`config.mk`:
```
export PLATFORM = sky130hd
export DESIGN_NAME = bas_alu
export DESIGN_NICKNAME = d
export VERILOG_FILES = /design/src/core/bas_pkg.sv /design/src/core/bas_alu.sv
export SDC_FILE = /design/constraint.sdc
export NUM_CORES = 2
export LEC_CHECK = 0
export BUFFER_PORTS_ARGS = -buffer_cell sky130_fd_sc_hd__buf_2
export CORE_MARGIN = 2
export CORE_UTILIZATION = 45
export CTS_CLUSTER_SIZE = 16
export DETAILED_ROUTE_END_ITERATION = 8
export GPL_ROUTABILITY_DRIVEN = 0
export SYNTH_ARGS = -nofsm -noshare
export SYNTH_HDL_FRONTEND = slang
export SYNTH_SLANG_ARGS = --single-unit
export TNS_END_PERCENT = 20
```
`constraint.sdc`:
```
create_clock -name aclk -period 4.7 [get_ports aclk]
set_input_delay 0 -clock aclk [delete_from_list [all_inputs] [get_ports aclk]]
set_output_delay 0 -clock aclk [all_outputs]
set_load 0.01 [all_outputs]
```
`src/core/bas_pkg.sv`:
```
// Constants, opcodes and register map of the byte ALU slice
package bas_pkg;

  // ----------------------------------------------------------------
  // Register byte offsets
  // ----------------------------------------------------------------
  localparam logic [11:0] OFS_CMD    = 12'h000; // Command, write with byte 0 enabled starts an operation
  localparam logic [11:0] OFS_ACC    = 12'h004; // Accumulator
  localparam logic [11:0] OFS_STATUS = 12'h008; // Status flags
  localparam logic [11:0] OFS_WDOG   = 12'h00c; // Watchdog counter and prescaler, read only
  localparam logic [11:0] OFS_FILE   = 12'h200; // Base of 128 file registers, one per word

  // ----------------------------------------------------------------
  // Command field positions
  // ----------------------------------------------------------------
  localparam int CMD_OP_LSB   = 0;  // Opcode, 3 bits
  localparam int CMD_DEST_BIT = 3;  // Destination: 0 accumulator, 1 file register; literal minus accumulator always writes the accumulator
  localparam int CMD_ADDR_LSB = 4;  // File address, 7 bits
  localparam int CMD_LIT_LSB  = 16; // Literal, 8 bits

  // ----------------------------------------------------------------
  // Status bit positions
  // ----------------------------------------------------------------
  localparam int ST_CARRY   = 0;
  localparam int ST_HALF    = 1;
  localparam int ST_ZERO    = 2;
  localparam int ST_PDOWN   = 3;
  localparam int ST_EXPIRY  = 4;
  localparam int ST_BUSY    = 8;
  localparam int WDOG_PRE_LSB = 16; // Prescaler field within the watchdog word

  // ----------------------------------------------------------------
  // Reset values
  // ----------------------------------------------------------------
  localparam logic [7:0] ACC_RST    = 8'h00;
  localparam logic [4:0] STATUS_RST = 5'h18; // Power-down and expiry set after reset
  localparam logic [7:0] WDOG_RST   = 8'h00;
  localparam logic [7:0] PRE_RST    = 8'h00;

  // ----------------------------------------------------------------
  // Bus responses
  // ----------------------------------------------------------------
  localparam logic [1:0] RESP_OKAY   = 2'h0;
  localparam logic [1:0] RESP_SLVERR = 2'h2;

  // Operation codes carried in the command word
  typedef enum logic [2:0] {
    BAS_OP_ROTATE_RIGHT_CARRY = 3'h0, // rotate_right_carry_op
    BAS_OP_REG_MINUS_ACC      = 3'h1, // reg_minus_acc_op
    BAS_OP_LITERAL_MINUS_ACC  = 3'h2, // literal_minus_acc_op
    BAS_OP_SUB_WITH_BORROW    = 3'h3, // sub_with_borrow_op
    BAS_OP_NIBBLE_EXCHANGE    = 3'h4, // nibble_exchange_op
    BAS_OP_HALT               = 3'h5  // Low-power halt side effects
  } bas_op_t;

endpackage : bas_pkg

```
`src/core/bas_alu.sv`:
```
// Byte ALU slice with AXI4-Lite register access
//
// The AXI4-Lite slave port and the register addresses were decided locally.
`timescale 1ns/1ps

module bas_alu (
  input  wire logic        aclk,
  input  wire logic        aresetn,
  input  wire logic        ce,
  input  wire logic [11:0] s_axi_awaddr,
  input  wire logic        s_axi_awvalid,
  output logic             s_axi_awready,
  input  wire logic [31:0] s_axi_wdata,
  input  wire logic [3:0]  s_axi_wstrb,
  input  wire logic        s_axi_wvalid,
  output logic             s_axi_wready,
  output logic [1:0]       s_axi_bresp,
  output logic             s_axi_bvalid,
  input  wire logic        s_axi_bready,
  input  wire logic [11:0] s_axi_araddr,
  input  wire logic        s_axi_arvalid,
  output logic             s_axi_arready,
  output logic [31:0]      s_axi_rdata,
  output logic [1:0]       s_axi_rresp,
  output logic             s_axi_rvalid,
  input  wire logic        s_axi_rready
);

  // ----------------------------------------------------------------
  // Storage
  // ----------------------------------------------------------------
  logic [7:0]  file_mem [0:127];  // File registers
  logic [7:0]  acc_reg;           // Accumulator
  logic [4:0]  status_reg;        // Flags
  logic [7:0]  wdog_reg;          // watchdog_counter
  logic [7:0]  pre_reg;           // Watchdog prescaler
  logic [31:0] cmd_reg;           // Last command word
  logic        go_reg;            // Operation executes this cycle
  logic [11:0] waddr_reg;         // Captured write address
  logic [31:0] wdata_reg;         // Captured write data
  logic [3:0]  wstrb_reg;         // Captured byte enables
  logic        wdo_reg;           // Captured write is applied this cycle

  // ----------------------------------------------------------------
  // Command decode
  // ----------------------------------------------------------------
  bas_pkg::bas_op_t op;           // Current opcode
  logic [6:0]  faddr;             // File address
  logic        dest;              // Destination select
  logic [7:0]  lit;               // Literal operand
  logic [7:0]  fval;              // Addressed file value

  assign op    = bas_pkg::bas_op_t'(cmd_reg[bas_pkg::CMD_OP_LSB +: 3]);
  assign faddr = cmd_reg[bas_pkg::CMD_ADDR_LSB +: 7];
  assign dest  = cmd_reg[bas_pkg::CMD_DEST_BIT];
  assign lit   = cmd_reg[bas_pkg::CMD_LIT_LSB +: 8];
  assign fval  = file_mem[faddr];

  // ----------------------------------------------------------------
  // Datapath
  // ----------------------------------------------------------------
  logic [7:0] res;        // Operation result
  logic [7:0] minuend;    // Subtraction left operand
  logic       borrow_in;  // Incoming borrow
  logic [8:0] diff;       // Full difference with borrow out
  logic [4:0] ndiff;      // Low nibble difference
  logic       new_c;      // Next carry
  logic       new_dc;     // Next half carry
  logic       upd_c;      // Operation writes carry
  logic       upd_arith;  // Operation writes half carry and zero
  logic       wr_res;     // Operation produces a result

  // Subtract helpers: shared by all three subtract flavours
  assign minuend = (op == bas_pkg::BAS_OP_LITERAL_MINUS_ACC) ? lit : fval;
  // Borrow is the inverted carry, only for the borrow form
  assign borrow_in = (op == bas_pkg::BAS_OP_SUB_WITH_BORROW) &
                     ~status_reg[bas_pkg::ST_CARRY];
  assign diff  = {1'b0, minuend} - {1'b0, acc_reg} - {8'h00, borrow_in};
  assign ndiff = {1'b0, minuend[3:0]} - {1'b0, acc_reg[3:0]} - {4'h0, borrow_in};

  // Result and flag selection per opcode
  always_comb begin
    res       = diff[7:0];
    new_c     = ~diff[8];
    new_dc    = ~ndiff[4];
    upd_c     = 1'b0;
    upd_arith = 1'b0;
    wr_res    = 1'b0;
    case (op)
      bas_pkg::BAS_OP_ROTATE_RIGHT_CARRY: begin
        // Old carry enters bit 7, bit 0 leaves as carry
        res    = {status_reg[bas_pkg::ST_CARRY], fval[7:1]};
        new_c  = fval[0];
        upd_c  = 1'b1;
        wr_res = 1'b1;
      end
      bas_pkg::BAS_OP_REG_MINUS_ACC,
      bas_pkg::BAS_OP_LITERAL_MINUS_ACC,
      bas_pkg::BAS_OP_SUB_WITH_BORROW: begin
        upd_c     = 1'b1;
        upd_arith = 1'b1;
        wr_res    = 1'b1;
      end
      bas_pkg::BAS_OP_NIBBLE_EXCHANGE: begin
        // Flags stay untouched by the exchange
        res    = {fval[3:0], fval[7:4]};
        wr_res = 1'b1;
      end
      default: wr_res = 1'b0; // Halt and unused codes produce no result
    endcase
  end

  // ----------------------------------------------------------------
  // Bus write channel
  // ----------------------------------------------------------------
  logic aw_take;  // Address and data accepted this edge
  logic w_map;    // Captured write hits a register

  assign aw_take = s_axi_awready & s_axi_awvalid & s_axi_wready & s_axi_wvalid;
  assign w_map   = (waddr_reg[11:9] == bas_pkg::OFS_FILE[11:9]) ||
                   (waddr_reg == bas_pkg::OFS_CMD) || (waddr_reg == bas_pkg::OFS_ACC) ||
                   (waddr_reg == bas_pkg::OFS_STATUS) || (waddr_reg == bas_pkg::OFS_WDOG);

  // Ready pulses once both channels wait and nothing is in flight
  always_ff @(posedge aclk) begin
    if (!aresetn) begin
      s_axi_awready <= 1'b0;
      s_axi_wready  <= 1'b0;
    end else if (ce) begin
      if (s_axi_awready) begin
        s_axi_awready <= 1'b0;
        s_axi_wready  <= 1'b0;
      end else if (s_axi_awvalid && s_axi_wvalid && !s_axi_bvalid && !wdo_reg && !go_reg) begin
        s_axi_awready <= 1'b1;
        s_axi_wready  <= 1'b1;
      end
    end
  end

  // Capture of the accepted write
  always_ff @(posedge aclk) begin
    if (!aresetn) begin
      waddr_reg <= 12'h000;
      wdata_reg <= 32'h0000_0000;
      wstrb_reg <= 4'h0;
      wdo_reg   <= 1'b0;
    end else if (ce) begin
      wdo_reg <= aw_take;
      if (aw_take) begin
        waddr_reg <= {s_axi_awaddr[11:2], 2'b00};
        wdata_reg <= s_axi_wdata;
        wstrb_reg <= s_axi_wstrb;
      end
    end
  end

  // Write response raised on the same edge that applies the captured write
  always_ff @(posedge aclk) begin
    if (!aresetn) begin
      s_axi_bvalid <= 1'b0;
      s_axi_bresp  <= bas_pkg::RESP_OKAY;
    end else if (ce) begin
      if (wdo_reg) begin
        s_axi_bvalid <= 1'b1;
        s_axi_bresp  <= w_map ? bas_pkg::RESP_OKAY : bas_pkg::RESP_SLVERR;
      end else if (s_axi_bready) begin
        s_axi_bvalid <= 1'b0;
      end
    end
  end

  // ----------------------------------------------------------------
  // Command register and start pulse
  // ----------------------------------------------------------------
  // Start needs the low byte enabled, since it holds the opcode
  always_ff @(posedge aclk) begin
    if (!aresetn) begin
      cmd_reg <= 32'h0000_0000;
      go_reg  <= 1'b0;
    end else if (ce) begin
      go_reg <= 1'b0;
      if (wdo_reg && waddr_reg == bas_pkg::OFS_CMD) begin
        for (int i = 0; i < 4; i++) begin
          if (wstrb_reg[i]) begin
            cmd_reg[i*8 +: 8] <= wdata_reg[i*8 +: 8];
          end
        end
        go_reg <= wstrb_reg[0];
      end
    end
  end

  // ----------------------------------------------------------------
  // Accumulator
  // ----------------------------------------------------------------
  // Execution and bus writes never share a cycle: ready is held off
  always_ff @(posedge aclk) begin
    if (!aresetn) begin
      acc_reg <= bas_pkg::ACC_RST;
    end else if (ce) begin
      if (go_reg && wr_res &&
          (!dest || op == bas_pkg::BAS_OP_LITERAL_MINUS_ACC)) begin
        acc_reg <= res;
      end else if (wdo_reg && waddr_reg == bas_pkg::OFS_ACC && wstrb_reg[0]) begin
        acc_reg <= wdata_reg[7:0];
      end
    end
  end

  // ----------------------------------------------------------------
  // File registers, one generate entry per address
  // ----------------------------------------------------------------
  for (genvar g = 0; g < 128; g++) begin : g_file
    // Entry loads from execution or from a bus write to its word
    always_ff @(posedge aclk) begin
      if (!aresetn) begin
        file_mem[g] <= 8'h00;
      end else if (ce) begin
        if (go_reg && wr_res && dest && faddr == 7'(g) &&
            op != bas_pkg::BAS_OP_LITERAL_MINUS_ACC) begin
          file_mem[g] <= res;
        end else if (wdo_reg && waddr_reg[11:9] == bas_pkg::OFS_FILE[11:9] &&
                     waddr_reg[8:2] == 7'(g) && wstrb_reg[0]) begin
          file_mem[g] <= wdata_reg[7:0];
        end
      end
    end
  end

  // ----------------------------------------------------------------
  // Status flags
  // ----------------------------------------------------------------
  // Software may write the flags; an executing operation cannot
  // collide with that write, so no set-versus-clear race exists
  always_ff @(posedge aclk) begin
    if (!aresetn) begin
      status_reg <= bas_pkg::STATUS_RST;
    end else if (ce) begin
      if (go_reg) begin
        if (upd_c) begin
          status_reg[bas_pkg::ST_CARRY] <= new_c;
        end
        if (upd_arith) begin
          status_reg[bas_pkg::ST_HALF] <= new_dc;
          status_reg[bas_pkg::ST_ZERO] <= (res == 8'h00);
        end
        if (op == bas_pkg::BAS_OP_HALT) begin
          // Only these two bits move on halt
          status_reg[bas_pkg::ST_PDOWN]  <= 1'b0;
          status_reg[bas_pkg::ST_EXPIRY] <= 1'b1;
        end
      end else if (wdo_reg && waddr_reg == bas_pkg::OFS_STATUS && wstrb_reg[0]) begin
        status_reg <= wdata_reg[4:0];
      end
    end
  end

  // ----------------------------------------------------------------
  // Watchdog counter and prescaler
  // ----------------------------------------------------------------
  // Free-running: counter steps when prescaler wraps
  always_ff @(posedge aclk) begin
    if (!aresetn) begin
      wdog_reg <= bas_pkg::WDOG_RST;
      pre_reg  <= bas_pkg::PRE_RST;
    end else if (ce) begin
      if (go_reg && op == bas_pkg::BAS_OP_HALT) begin
        wdog_reg <= 8'h00;
        pre_reg  <= 8'h00;
      end else begin
        pre_reg <= pre_reg + 8'h01;
        if (pre_reg == 8'hff) begin
          wdog_reg <= wdog_reg + 8'h01;
        end
      end
    end
  end

  // ----------------------------------------------------------------
  // Bus read channel
  // ----------------------------------------------------------------
  logic [31:0] rd_word;  // Read mux
  logic        rd_map;   // Read address hits a register
  logic [11:0] ra;       // Word-aligned read address
  assign ra = {s_axi_araddr[11:2], 2'b00};

  // Read decode from the live address, sampled at acceptance
  always_comb begin
    rd_word = 32'h0000_0000;
    rd_map  = 1'b1;
    if (ra[11:9] == bas_pkg::OFS_FILE[11:9]) begin
      rd_word[7:0] = file_mem[ra[8:2]];
    end else begin
      case (ra)
        bas_pkg::OFS_CMD:    rd_word = cmd_reg;
        bas_pkg::OFS_ACC:    rd_word[7:0] = acc_reg;
        bas_pkg::OFS_STATUS: begin
          rd_word[4:0]            = status_reg;
          rd_word[bas_pkg::ST_BUSY] = go_reg;
        end
        bas_pkg::OFS_WDOG: begin
          rd_word[7:0]                           = wdog_reg;
          rd_word[bas_pkg::WDOG_PRE_LSB +: 8] = pre_reg;
        end
        default: rd_map = 1'b0;
      endcase
    end
  end

  // Ready pulses for one cycle, data follows on the next edge
  always_ff @(posedge aclk) begin
    if (!aresetn) begin
      s_axi_arready <= 1'b0;
      s_axi_rvalid  <= 1'b0;
      s_axi_rdata   <= 32'h0000_0000;
      s_axi_rresp   <= bas_pkg::RESP_OKAY;
    end else if (ce) begin
      s_axi_arready <= s_axi_arvalid && !s_axi_arready && !s_axi_rvalid;
      if (s_axi_arready && s_axi_arvalid) begin
        s_axi_rvalid <= 1'b1;
        s_axi_rdata  <= rd_word;
        s_axi_rresp  <= rd_map ? bas_pkg::RESP_OKAY : bas_pkg::RESP_SLVERR;
      end else if (s_axi_rready) begin
        s_axi_rvalid <= 1'b0;
      end
    end
  end

endmodule : bas_alu

```
==> results.json <==
{
  "antenna_found_initial": 23,
  "reg2reg_depth": 27,
  "start_util_pct": 45.2,
  "htreeDepth": 4,
  "avgRoutedWirePerCell_um": 37.0,
  "clkTransAtPathRegs_ns": 0.06,
  "ir_drop_uv": 406,
  "largest_register_ffs": 1024,
  "ys_types": 91,
  "maxSlewHeadroom_pct": 2.97,
  "pre_cts_slack_ns": -1.03,
  "syn_avg_cell_area_um2": 11.9,
  "die_y_um": 394,
  "rsz0062_at_grt": "true",
  "ys_seq_area_share_pct": 49.2,
  "outcome": "finished, violations left",
  "hold_viol_final": 0,
  "synth.largest_area_cell": "edfxtp_1",
  "fin_ws_ns": -0.657,
  "postRouteAntennaNets": 0,
  "synth-seq-cells": 1172,
  "dieWidth_um": 394,
  "maxCapViolCount": 0,
  "grt_pass1_wl_um": 426000,
  "worstReg2RegStart": "cmd_reg[4]",
  "layout-drive-gt1-share_pct": 28.1,
  "synth_top_cells_by_area": "edfxtp_1, mux4_2, nand2_1, o21ai_0, dfxtp_1",
  "dr.pass1.iters": 9,
  "synthXorXnorAreaFrac_pct": 0.204,
  "ff_latch_area_mm2": 0.0338,
  "violations": "DRC, setup timing",
  "grt_max_degree": 136,
  "final_area_mm2": 0.0825,
  "io-pin-count": 109,
  "synth_top_cell_area_share_pct": 44.8,
  "synth_compound_area_share_pct": 15.7,
  "synth_warnings": 0,
  "synth-simple-area-share_pct": 9.59,
  "muxShareOfSynthArea_pct": 20.7,
  "areaGrowthSynthToFinish_pct": 20.3,
  "drt-initial-drc-count": 11000,
  "synth_edf_count": 1024,
  "setup-violations-final": 883,
  "critPathCapture": "file_mem[82][5]",
  "finClkSkew_ns": 0.0311,
  "coreArea_mm2": 0.152,
  "finalCriticalPeriod_ns": 5.36,
  "placed_cell_area_mm2": 0.0747,
  "cts_tree": "done",
  "regMostFlops": "file_mem",
  "fin_crit_sh_pct": 114,
  "hp-class": "input pin to register",
  "synthAdderAreaFrac_pct": 0.314,
  "critPathKind": "register to register",
  "track_usage_pct": 38.4,
  "cp-start-kind": "register",
  "viasPerCell": 7.23,
  "rrSetupSlack_ns": -0.66,
  "leakagePower_uw": 0.0266,
  "worstMarginPinSlew_ns": 1.45,
  "synthArstFlopShare_pct": 0,
  "syn_inst": 5759,
  "cp-startpoint": "cmd_reg[4]",
  "clockBufferDepth": 3,
  "dr_total_vias": 60200,
  "clock_latency_ns": 0.82,
  "rows": 143,
  "numPortBuffers": 102,
  "layout.nets": 6265,
  "numCtsBuffers": 133,
  "cp-end-kind": "register",
  "netlist_area_mm2": 0.0686,
  "max_freq_ghz": 0.187,
  "multi_input_area_mm2": 0.0328,
  "cts_root_buf": "clkbuf_16",
  "routed_wirelength_um": 309000,
  "hpwl_um": 205000,
  "clock-sinks": 1172,
  "grt_pass1_vias": 56400,
  "cp_data_arrival_time_ns": 5.90,
  "nFillCells": 12500,
  "power_density_mw_per_mm2": 302,
  "r2r-end": "file_mem[82][5]",
  "drc_errors": 50,
  "drv_slew": 0,
  "crit_required_ns": 5.24,
  "synth_top_family_by_area": "multiplexers",
  "grt_overflow_total": 0,
  "yosys_most_used_dff": "edfxtp_1",
  "worstPathMaxFanout": 12,
  "dieArea_mm2": 0.156
}
## cell usage after synthesis (32+ instances only)
cell type  number
nor2_1        260
a21oi_1       121
nand3_1        63
o21ai_0       791
mux2i_1       110
a211oi_1      128
clkbuf_1      395
buf_2          51
nand2_1      1144
a22o_1        270
a22oi_1        67
buf_4          32
buf_6          35
a311o_1       128
buf_1          55
dfxtp_1       148
mux4_2        551
edfxtp_1     1024
## cell type report
cell class                      instances  share of cell area (%)
Timing Repair Buffer                  882                    10.8
Tap cell                             2030                    3.08
Clock buffer                          160                    4.21
Sequential cell                      1172                    40.9
Antenna cell                           12                  0.0364
Clock inverter                         82                    1.02
Inverter                               24                   0.118
Multi-Input combinational cell       3968                    39.8
## per-layer routing
metal	vias up	global-route usage (%)	wire length, um
met1	29700	48.4	102000
met4	28	26.1	26800
met3	1352	16.5	53300
met5	-	0.554	458
met2	5698	53.2	126000
li1	23400	-	-
## repair_timing
action,CTS,global route
setup endpoints to repair,902,897
pin swaps,23,38
cloned,14,16
hold buffers,109,0
hold endpoints to repair,97,0
setup buffers,36,22
resized for setup,141,266
## cells in the final DEF (no fill, tap or decap), drive strengths merged, types with 109 or more instances in the layout
cell and n:
nand2 1144, a21oi 121, clkbuf 175, edfxtp 1024, a211oi 143, a22o 270, dlygate4sd3 109, dfxtp 148
buf 756, o21ai 792, a311o 128, mux4 572, mux2i 110, nor2 266
## worst min-delay path by stage
stage | startpoint | cells past startpoint | endpoint | slack [ns]
4_1_cts | s_axi_wstrb[0] | 4 | wstrb_reg[0] | 0.02
3_3_place_gp | s_axi_wdata[1] | 3 | wdata_reg[1] | 0.23
6_report | s_axi_wstrb[0] | 4 | wstrb_reg[0] | 0.08
2_1_floorplan | s_axi_awaddr[10] | 2 | waddr_reg[10] | 0.14
5_1_grt | s_axi_wstrb[0] | 4 | wstrb_reg[0] | 0.07
3_5_place_dp | s_axi_wdata[1] | 3 | wdata_reg[1] | 0.24
## critical path, stage by stage, from the launching register on
cell       delay, ns
dfxtp_4         0.36
buf_12          0.15
buf_16          0.15
buf_4           0.14
buf_4           0.13
nor2_2          0.13
buf_4           0.38
a22oi_1         0.15
a21oi_1         0.57
or3_4           0.27
o2bb2ai_1       0.13
buf_4           0.19
nor2_1          0.05
a21oi_1         0.12
ha_1            0.15
inv_1           0.04
ha_1            0.29
buf_4           0.15
a21o_1          0.17
nand2_1         0.06
nand2_1         0.05
a311o_1         0.33
a21boi_4        0.17
buf_12          0.15
buf_16          0.15
buf_12          0.16
buf_12          0.16
o21ai_2         0.07
## power breakdown
part           switching [uW]  total (uW)  internal (uW)
Sequential                286       12000          11700
Clock                    4650       10600           5980
Combinational            1310        2290            979
Total                    6250       24900          18700
## logic make-up (layout without fill, tap and decap cells)
family                     count (synthesis)  in the layout
AOI/OAI and AO/OA                       1623           1623
xor gates and xnor gates                  16             16
adders and majority gates                 16             16
buffers and inverters                    620           1148
DFF                                     1172           1172
muxes                                    691            691
other                                      1             14
and+or+nand+nor                         1620           1620
## metrics by stage
| step | hold slack, ns | TNS (ns) | power, uW | util (%) | cells |
|---|---|---|---|---|---|
| detailed placement | 0.237 | -621.13 | 14200 | 49.3 | 7882 |
| global route | 0.0741 | -398.54 | 25300 | 54.4 | 8318 |
| finish | 0.0848 | -373.72 | 24900 | 54.4 | 8330 |
| floorplan | 0.136 | -83.27 | 13300 | - | 5760 |
| global placement | 0.234 | -735.44 | 14200 | 49.3 | 7881 |
| CTS | 0.0157 | -255.87 | 24700 | 53.6 | 8282 |
(Power assumes the default switching activity.)
